[src/epds_regs.vh]
// Constants of the extended period divider scheduler.
// Assumes a 20 MHz SYS_CLK and a 12 MHz tick enable supplied from outside.
`ifndef EPDS_REGS_VH
`define EPDS_REGS_VH

// Handling step length in 12 MHz ticks
`define EPDS_STEP_TICKS      5'd18
// Reset and reload values
`define EPDS_MAIN_ZERO       16'h0000
`define EPDS_EXT_ZERO        24'h000000
`define EPDS_STEP_ZERO       5'h00
// Divider widths
`define EPDS_MAIN_W          16
`define EPDS_EXT_W           24
// Scheduler states
`define EPDS_ST_IDLE         2'd0
`define EPDS_ST_STEP         2'd1
`define EPDS_ST_WORK         2'd2

`endif

[src/epds_scheduler.v]
// Extended period divider scheduler: main divider, 24-bit extended
// counter, handling steps, single pending expiry and work launch.
// Assumes TICK_12M is a one-cycle pulse per 12 MHz tick, synchronous to SYS_CLK.
// Assumes MAIN_DIV and EXT_DIV stay stable while ACTIVE is high.
// Assumes the user work answers each launch with one WORK_DONE pulse.
//
// Behaviour
// - Trigger period equals main divider times extended divider ticks.
// - Main divider is a counter; extended divider a 24-bit expiry counter.
// - Each main expiry that is not dropped starts an 18-tick step advancing the extended count.
// - Without completion, go idle after the step until next expiry.
// - On completion, launch periodic work right after the step.
// - Each step samples a host stop request so it is noticed.
// - One expiry arriving during work is latched and handled afterwards.
// - A further expiry while one is pending is silently dropped.
// - Dropped periods are never recovered; extended count lags for good.
// - A delayed step done before next expiry leaves launch timing intact.
// - Work budget depends only on main divider value.
`timescale 1ns/100ps
`include "epds_regs.vh"

module epds_scheduler (
    // Clock, reset, enable
    input  wire        SYS_CLK,
    input  wire        SYS_RST,
    input  wire        CLK_EN,
    input  wire        TICK_12M,
    // Configuration and control
    input  wire [15:0] MAIN_DIV,
    input  wire [23:0] EXT_DIV,
    input  wire        RUN,
    input  wire        HOST_STOP,
    input  wire        WORK_DONE,
    // Status and events
    output reg         WORK_LAUNCH,
    output reg         WORK_BUSY,
    output reg         STEP_BUSY,
    output reg         ACTIVE,
    output reg         MAIN_EXPIRY,
    output reg  [23:0] EXT_COUNT
);

    // Counters and scheduler state
    reg [15:0] main_cnt;
    reg        pending;
    reg [1:0]  state;
    reg [4:0]  step_cnt;

    // Next values
    reg [15:0] next_main_cnt;
    reg [23:0] next_ext_count;
    reg        next_pending;
    reg [1:0]  next_state;
    reg [4:0]  next_step_cnt;
    reg        next_active;
    reg        next_work_launch;
    reg        next_work_busy;
    reg        next_step_busy;
    reg        next_main_expiry;

    // Decoded conditions
    wire       cfg_ok;
    wire       tick_on;
    wire       main_wrap;
    wire       main_hit;
    wire       step_last;
    wire       ext_done;
    wire       in_idle;
    wire       in_step;
    wire       in_work;
    wire       take_idle;
    wire       take_work;
    wire       take_any;
    wire       start_ok;
    wire       stop_now;
    wire       launch_now;

    // Last count before a 16-bit divider wraps
    function is_last16;
        input [15:0] cnt;
        input [15:0] div;
        begin
            is_last16 = (cnt == div - 16'h0001);
        end
    endfunction

    // Last count before the extended divider completes
    function is_last24;
        input [23:0] cnt;
        input [23:0] div;
        begin
            is_last24 = (cnt == div - 24'h000001);
        end
    endfunction

    // Last tick of a handling step
    function is_last5;
        input [4:0] cnt;
        input [4:0] len;
        begin
            is_last5 = (cnt == len - 5'h01);
        end
    endfunction

    // Both dividers must be nonzero before operation may start
    function cfg_valid;
        input [15:0] mdiv;
        input [23:0] ediv;
        begin
            cfg_valid = (mdiv != `EPDS_MAIN_ZERO) && (ediv != `EPDS_EXT_ZERO);
        end
    endfunction

    function [15:0] inc16;
        input [15:0] v;
        begin
            inc16 = v + 16'h0001;
        end
    endfunction

    function [23:0] inc24;
        input [23:0] v;
        begin
            inc24 = v + 24'h000001;
        end
    endfunction

    function [4:0] inc5;
        input [4:0] v;
        begin
            inc5 = v + 5'h01;
        end
    endfunction

    assign cfg_ok     = cfg_valid(MAIN_DIV, EXT_DIV);
    assign tick_on    = ACTIVE && TICK_12M;
    assign main_wrap  = is_last16(main_cnt, MAIN_DIV);
    assign main_hit   = tick_on && main_wrap;
    assign step_last  = in_step && TICK_12M && is_last5(step_cnt, `EPDS_STEP_TICKS);
    assign ext_done   = is_last24(EXT_COUNT, EXT_DIV);
    assign in_idle    = (state == `EPDS_ST_IDLE);
    assign in_step    = (state == `EPDS_ST_STEP);
    assign in_work    = (state == `EPDS_ST_WORK);
    // Pending expiry is consumed when idle, or when work finishes
    assign take_idle  = in_idle && ACTIVE && (pending || main_hit);
    assign take_work  = in_work && WORK_DONE && pending;
    assign take_any   = take_idle || take_work;
    assign start_ok   = !ACTIVE && RUN && cfg_ok;
    assign stop_now   = step_last && HOST_STOP;
    assign launch_now = step_last && !HOST_STOP && ext_done;

    // Hardware main divider, independent of the scheduler state
    always @* begin
        next_main_cnt = main_cnt;
        if (start_ok) begin
            next_main_cnt = `EPDS_MAIN_ZERO;
        end else if (tick_on) begin
            if (main_wrap)
                next_main_cnt = `EPDS_MAIN_ZERO;
            else
                next_main_cnt = inc16(main_cnt);
        end
    end

    // Single-entry pending latch; an expiry while one waits vanishes
    always @* begin
        next_pending = pending;
        if (take_any) begin
            // One expiry is consumed; a second at the same edge stays pending
            next_pending = main_hit && !(in_idle && !pending);
        end else if (main_hit && !in_idle) begin
            next_pending = 1'b1;
        end
        if (stop_now)
            next_pending = 1'b0;
    end

    // Scheduler: idle, handling step, periodic work
    always @* begin
        next_state    = state;
        next_step_cnt = step_cnt;
        case (state)
            `EPDS_ST_IDLE: begin
                if (take_idle) begin
                    next_state    = `EPDS_ST_STEP;
                    next_step_cnt = `EPDS_STEP_ZERO;
                end
            end
            `EPDS_ST_STEP: begin
                if (TICK_12M)
                    next_step_cnt = inc5(step_cnt);
                if (step_last) begin
                    if (stop_now)
                        next_state = `EPDS_ST_IDLE;
                    else if (ext_done)
                        next_state = `EPDS_ST_WORK;
                    else
                        next_state = `EPDS_ST_IDLE;
                end
            end
            `EPDS_ST_WORK: begin
                if (WORK_DONE) begin
                    if (take_work) begin
                        next_state    = `EPDS_ST_STEP;
                        next_step_cnt = `EPDS_STEP_ZERO;
                    end else begin
                        next_state = `EPDS_ST_IDLE;
                    end
                end
            end
            default: begin
                next_state = `EPDS_ST_IDLE;
            end
        endcase
    end

    // Extended counter, advanced only at the end of a handling step
    always @* begin
        next_ext_count = EXT_COUNT;
        if (step_last) begin
            if (stop_now)
                next_ext_count = `EPDS_EXT_ZERO;
            else if (ext_done)
                next_ext_count = `EPDS_EXT_ZERO;
            else
                next_ext_count = inc24(EXT_COUNT);
        end
    end

    // Status and event outputs
    always @* begin
        next_active      = ACTIVE;
        next_work_launch = 1'b0;
        next_work_busy   = WORK_BUSY;
        next_step_busy   = STEP_BUSY;
        next_main_expiry = main_hit;
        if (start_ok)
            next_active = 1'b1;
        if (stop_now)
            next_active = 1'b0;
        if (take_any)
            next_step_busy = 1'b1;
        else if (step_last)
            next_step_busy = 1'b0;
        if (launch_now) begin
            next_work_launch = 1'b1;
            next_work_busy   = 1'b1;
        end
        if (in_work && WORK_DONE)
            next_work_busy = 1'b0;
    end

    // Divider and counter registers
    always @(posedge SYS_CLK) begin
        if (SYS_RST) begin
            main_cnt  <= `EPDS_MAIN_ZERO;
            EXT_COUNT <= `EPDS_EXT_ZERO;
            step_cnt  <= `EPDS_STEP_ZERO;
        end else if (CLK_EN) begin
            main_cnt  <= next_main_cnt;
            EXT_COUNT <= next_ext_count;
            step_cnt  <= next_step_cnt;
        end
    end

    // Scheduler registers
    always @(posedge SYS_CLK) begin
        if (SYS_RST) begin
            state   <= `EPDS_ST_IDLE;
            pending <= 1'b0;
        end else if (CLK_EN) begin
            state   <= next_state;
            pending <= next_pending;
        end
    end

    // Output registers
    always @(posedge SYS_CLK) begin
        if (SYS_RST) begin
            ACTIVE      <= 1'b0;
            WORK_LAUNCH <= 1'b0;
            WORK_BUSY   <= 1'b0;
            STEP_BUSY   <= 1'b0;
            MAIN_EXPIRY <= 1'b0;
        end else if (CLK_EN) begin
            ACTIVE      <= next_active;
            WORK_LAUNCH <= next_work_launch;
            WORK_BUSY   <= next_work_busy;
            STEP_BUSY   <= next_step_busy;
            MAIN_EXPIRY <= next_main_expiry;
        end
    end

endmodule // epds_scheduler

[config.mk]
export PLATFORM = sky130hd
export DESIGN_NAME = epds_scheduler
export DESIGN_NICKNAME = d
export VERILOG_FILES = /design/src/epds_scheduler.v
export VERILOG_INCLUDE_DIRS = /design/src
export SDC_FILE = /design/constraint.sdc
export NUM_CORES = 1
export LEC_CHECK = 0
export BUFFER_PORTS_ARGS = -buffer_cell sky130_fd_sc_hd__clkbuf_2
export CAP_MARGIN = 20
export CORE_ASPECT_RATIO = 1.1
export CORE_MARGIN = 2
export CORE_UTILIZATION = 55
export DETAILED_ROUTE_END_ITERATION = 10
export MAX_ROUTING_LAYER = met4
export PLACE_DENSITY = 0.79
export SLEW_MARGIN = 25
export SYNTH_ARGS = -nofsm -noshare
export SYNTH_HDL_FRONTEND = slang
export SYNTH_SLANG_ARGS = --single-unit
[constraint.sdc]
create_clock -name SYS_CLK -period 4.04 [get_ports SYS_CLK]
set_input_delay 0.202 -clock SYS_CLK [delete_from_list [all_inputs] [get_ports SYS_CLK]]
set_output_delay 0.202 -clock SYS_CLK [all_outputs]
set_load 0.02 [all_outputs]
======== Word level (Yosys, flattened, before mapping) ========
Index checks and enable logic that the tools add are counted.
word-level totals
  flip-flop bits (word level) ............. 53
  input bits .............................. 47
  output and inout port bits .............. 29
  logic and storage cells ................. 93
operators by class
  add/subtract/negate cells ............... 5
  eq/ne operators ......................... 10
  multiplexer cells ....................... 27
  reductions and logical operators ........ 41
operator list
  kind                   count
  $mux 16                3
  $mux 24                2
  $add 24x1->24 const B  1
  $eq 24x24->1           1
  $reduce_bool 24->1     1
  $sub 24x1->24 const B  1
  $mux 5                 4
  $logic_and 1x1->1      17
  $add 16x1->16 const B  1
  $eq 16x16->1           1
  $reduce_bool 16->1     1
  $sub 16x1->16 const B  1
  $pmux 5 s3             1
  $reduce_and 2->1       6
  $mux 1                 11
  $mux 2                 5
  $reduce_bool 2->1      4
  $ne 2x2->1 const B     3
  $pmux 2 s3             1
  $reduce_and 6->1       1
  $reduce_bool 3->1      2
  $add 5x1->5 const B    1
  $eq 5x5->1 const B     1
  $logic_not 1->1        5
  other kinds (6)        8

======== Logic depth before layout (Yosys ltp) ========
  word-level depth ........................ 8
  depth in mapped cells ................... 12
  depth with buffers taken out ............ 10

======== Worst setup path after synthesis ========
Ideal clock, no wire load.
  path type ............................... input to register
  start ................................... in EXT_DIV[2]
  end ..................................... reg EXT_COUNT[15]
  library setup time ...................... 0.120 ns
  arrival time ............................ 3.012 ns
  data required time ...................... 3.920 ns
  setup slack ............................. 0.908 ns
  cell stages on the path ................. 10
  cells stage by stage .................... buf_2 -> or4_1 -> nor4_4 -> xnor2_1 -> or4_1 -> or4_4 -> o41ai_4 -> buf_6 -> nor3_1 -> a211o_1
on the way
  longest elaborated chain between the ends .. 4
RTL lines
  element                 RTL line              RTL
  start: declaration      epds_scheduler.v:30   input wire [23:0] EXT_DIV,
  $sub 24x1->24           epds_scheduler.v:92   is_last24 = (cnt == div - 24'h000001);
  $eq 24x24->1            epds_scheduler.v:92
  $mux 24                 epds_scheduler.v:223  else if (ext_done)
  $mux 24                 epds_scheduler.v:221  if (stop_now)
  end signal: assignment  epds_scheduler.v:257  EXT_COUNT <= `EPDS_EXT_ZERO;
  end signal: assignment  epds_scheduler.v:261  EXT_COUNT <= next_ext_count;
  end: declaration        epds_scheduler.v:40   output reg [23:0] EXT_COUNT
No other way between the ends.
A chain may end at the register's enable or synchronous reset.

======== Worst setup path in the final report ========
  start ................................... reg EXT_COUNT[11]
  end ..................................... reg EXT_COUNT[11]
on the way
  longest elaborated chain between the ends .. 3
  elaborated cells between the ends (all ways) .. 4
RTL lines
  element                                        RTL line
  $add 24x1->24 or $eq 24x24->1 (tied branches)  epds_scheduler.v:124, epds_scheduler.v:92
  $mux 24 (*)                                    epds_scheduler.v:223
  $mux 24 (*)                                    epds_scheduler.v:221
Mark *: on every way between the ends. The rest lies on a longest branch, timed or not.

==> impl_metrics.yaml <==
outcome:
  status: "complete, no violations"
pwr:
  combPwrFrac_pct: 15.3
  internal_power_uw: 767
  p_switching_uw: 261
  powerDensity_nw_per_um2: 221
  switching_share_pct: 25.4
  ir_worst_vdd_mv: 0.180
  seqPwrFrac_pct: 51.2
  p_clk_share_pct: 33.5
  power.leakage_nw: 1.80
logic_synthesis:
  yosysTopAreaCell: "dfxtp_1"
  synthFlopType: "dfxtp_1"
  synth_edf_count: 0
  ys_types: 66
  seq_area_frac_synth_pct: 25.9
  yosys_warnings: 0
  syn_nets: 596
  syn_inst: 543
  async_flop_share_pct: 0
  synth_area_per_cell_um2: 7.54
  syn_area_um2: 4100
  ys_seq_elements: 53
  synthTopCellsByArea: "dfxtp_1 (26%), xnor2_1 (7.9%), xor2_1 (6.8%), nor2_1 (6.4%), nand2_1 (4.9%)"
  synth_top_area_share_pct: 25.9
clocking:
  postCtsSetupBuffers: 0
  cts_resized: 0
  cts_tree: "yes"
  cts_buffers: 5
  cts_root_buf: "clkbuf_8"
  clock_latency_ps: 300
  htreeDepth: 2
  clk_pin_slew_worst_paths_ps: 90
  clock_sinks: 53
  clockBufferDepth: 2
  cts_hold_buf: 0
global_route:
  grt_pass1_wl_um: 17500
  antenna_found_initial: 0
  grt_overflow: 0
  grt_max_degree: 23
  first_global_vias: 3812
  grtUsageTotal_pct: 26.8
final_layout:
  nNetsFinal: 663
  multiInputGateArea_um2: 2870
  nFillCells: 699
  area_growth_pct: 13.4
  seq_area_um2: 1060
  drive_above_1_share_pct: 17.4
  utilization_pct: 63.2
  diodes: 0
critical_path:
  crit_chain: "xor2_1 -> a2111oi_0 -> or4_1 -> or4_4 -> o41ai_4 -> buf_4 -> nor2_1 -> a211o_1"
  cp.required_ps: 4230
  critPathArrivalTime_ps: 3290
  endpoint_kind: "register"
  crit_fanout: 19
  slowest_delay_ps: 560
  cp_top_family: "simple AND/OR/NAND/NOR gates"
  crit_type: "register to register"
  start_kind: "register"
  slowest_stage: "or4_1"
  worst-path-buf-inv: 1
placement:
  place_congestion: 0.922
  port_buffers: 75
  dpl.hpwl_um: 8320
drt:
  dr.first_iter.drc_count: 234
  drt_wl_total_um: 10600
  drc: 0
  vias_per_cell: 6.08
  ant_nets: 0
  via_count: 4241
  dr.pass1.iters: 5
  routedWlPerCell_um: 15.2
floorplanning:
  die_h_um: 94.5
  pin_count: 76
  initial_core_util_pct: 55.7
  die_area_um2: 8160
  fp-row-count: 33
  dieWidth_um: 86.3
  core_um2: 7350
sta:
  min_period_ps: 3100
  hold_viol: 0
  tns_ps: 0
  fin_crit_sh_pct: 76.8
  finalMaxSlewViolations: 0
  worst_pin_slew_ps: 692
  fin_skew_ps: 10.6
  rsz0062_at_grt: "no"
  setup_violations: 0
  fmax_mhz: 322
  maxSlewHeadroom_pct: 53.3
hold_path:
  hp-class: "primary input to register"
flow_run:
  maxCapViolations: 0
-- worst paths after layout --
path / end / slack (ps) / cells after the start / start
hold / removal: WORK_BUSY / 250 / 3 / WORK_DONE
hold reg to reg: WORK_BUSY / 470 / 2 / WORK_BUSY
setup reg to reg: EXT_COUNT[11] / 940 / 8 / EXT_COUNT[11]
setup / recovery: EXT_COUNT[11] / 940 / 8 / EXT_COUNT[11]
-- state kept, by name (all words and copies together), names as in the netlist, 2 cells and up --
signal,count
state,2
EXT_COUNT,24
main_cnt,16
step_cnt,5
-- worst reg2reg max path: stages, from the launching register on --
cell	delay, ps
dfxtp_1	490
xor2_1	350
a2111oi_0	160
or4_1	560
or4_4	450
o41ai_4	370
buf_4	280
nor2_1	80
a211o_1	270
-- cells in the final DEF, fill, tap and decap left out, types with 3 or more instances in the layout --
cell type  synthesis  final
or4_1              4      4
a31oi_1            5      5
o311ai_0           3      3
buf_4              0     10
or3_1             11     11
ha_1               6      6
a211oi_1           3      3
nand2b_1           9      9
a21oi_1           24     24
dfxtp_1           53     53
inv_1             12     12
clkbuf_2           1     75
or4_4              3      3
nand2_1           54     54
o21ai_0           16     16
nor3_1            20     20
nor4b_1            4      4
a31o_2             3      3
mux2i_1            5      5
and3_1            13     13
nor3b_1           10     10
a211o_1           10     10
and2_1             3      3
xnor2_1           37     37
nand3_1           21     21
o211ai_1           5      5
nor4_1            13     13
nor2_1            70     70
clkbuf_8           0      5
nand4_1           16     16
a21o_1             4      4
xor2_1            32     32
o31ai_1            5      5
nand3b_1           4      4
-- synthesized netlist by cell type, types with 4 or more instances --
master,n
nor2_1,70
inv_1,12
nor4_1,13
dfxtp_1,53
nand2b_1,9
nand3_1,21
a211o_1,10
a21oi_1,24
or4_1,4
a21o_1,4
a31oi_1,5
xnor2_1,37
ha_1,6
xor2_1,32
nor3_1,20
nand2_1,54
and3_1,13
mux2i_1,5
o211ai_1,5
o21ai_0,16
nor3b_1,10
nor4b_1,4
nand4_1,16
nand3b_1,4
o31ai_1,5
clkbuf_1,19
or3_1,11
-- routing by layer --
| layer | part of all wire (%) | vias up | wire [um] | global-route usage [%] |
|---|---|---|---|---|
| li1 | - | 2101 | - | - |
| met2 | 49 | 133 | 5160 | 46.1 |
| met4 | 2.8 | 0 | 296 | 8.85 |
| met5 | 0 | - | 0 | - |
| met1 | 44 | 1979 | 4640 | 33.0 |
| met3 | 4.6 | 28 | 485 | 2.53 |
-- stage by stage --
step	instances	area (um^2)	worst slack [ps]	power [mW]	hold WS [ps]
2_1_floorplan	543	4100	908	0.630	397
3_3_place_gp	690	4540	778	0.689	435
3_5_place_dp	690	4540	710	0.693	449
4_1_cts	697	4650	981	1.04	237
5_1_grt	697	4650	752	1.07	254
6_report	697	4650	937	1.03	247
-- power groups by stage --
stage	registers [mW]	logic [mW]	clock network, mW
final	0.526	0.157	0.345
after detailed placement	0.539	0.155	0
after CTS	0.526	0.156	0.353
after global routing	0.527	0.173	0.372
after global placement	0.538	0.151	0
after floorplan	0.539	0.0914	0
-- cell type report --
type | instances | share of cell area, %
flip-flops and latches | 53 | 22.8
inverters | 13 | 1.05
clock buffers | 5 | 1.48
clock inverters | 2 | 0.754
well taps | 87 | 2.34
multi-input cells | 452 | 61.8
repair buffers | 85 | 9.69
-- kinds of logic (layout without fill, tap and decap cells) --
| group | Yosys count | count (layout) | synth area share [%] |
|---|---|---|---|
| AOI/OAI and AO/OA | 102 | 102 | 17.7 |
| xor gates and xnor gates | 69 | 69 | 14.8 |
| adders and majority gates | 6 | 6 | 1.83 |
| buffers and inverters | 38 | 105 | 3.94 |
| DFF | 53 | 53 | 25.9 |
| muxes | 5 | 5 | 1.22 |
| and+or+nand+nor | 270 | 270 | 34.7 |
No activity file was read; power rests on OpenSTA's default activity.
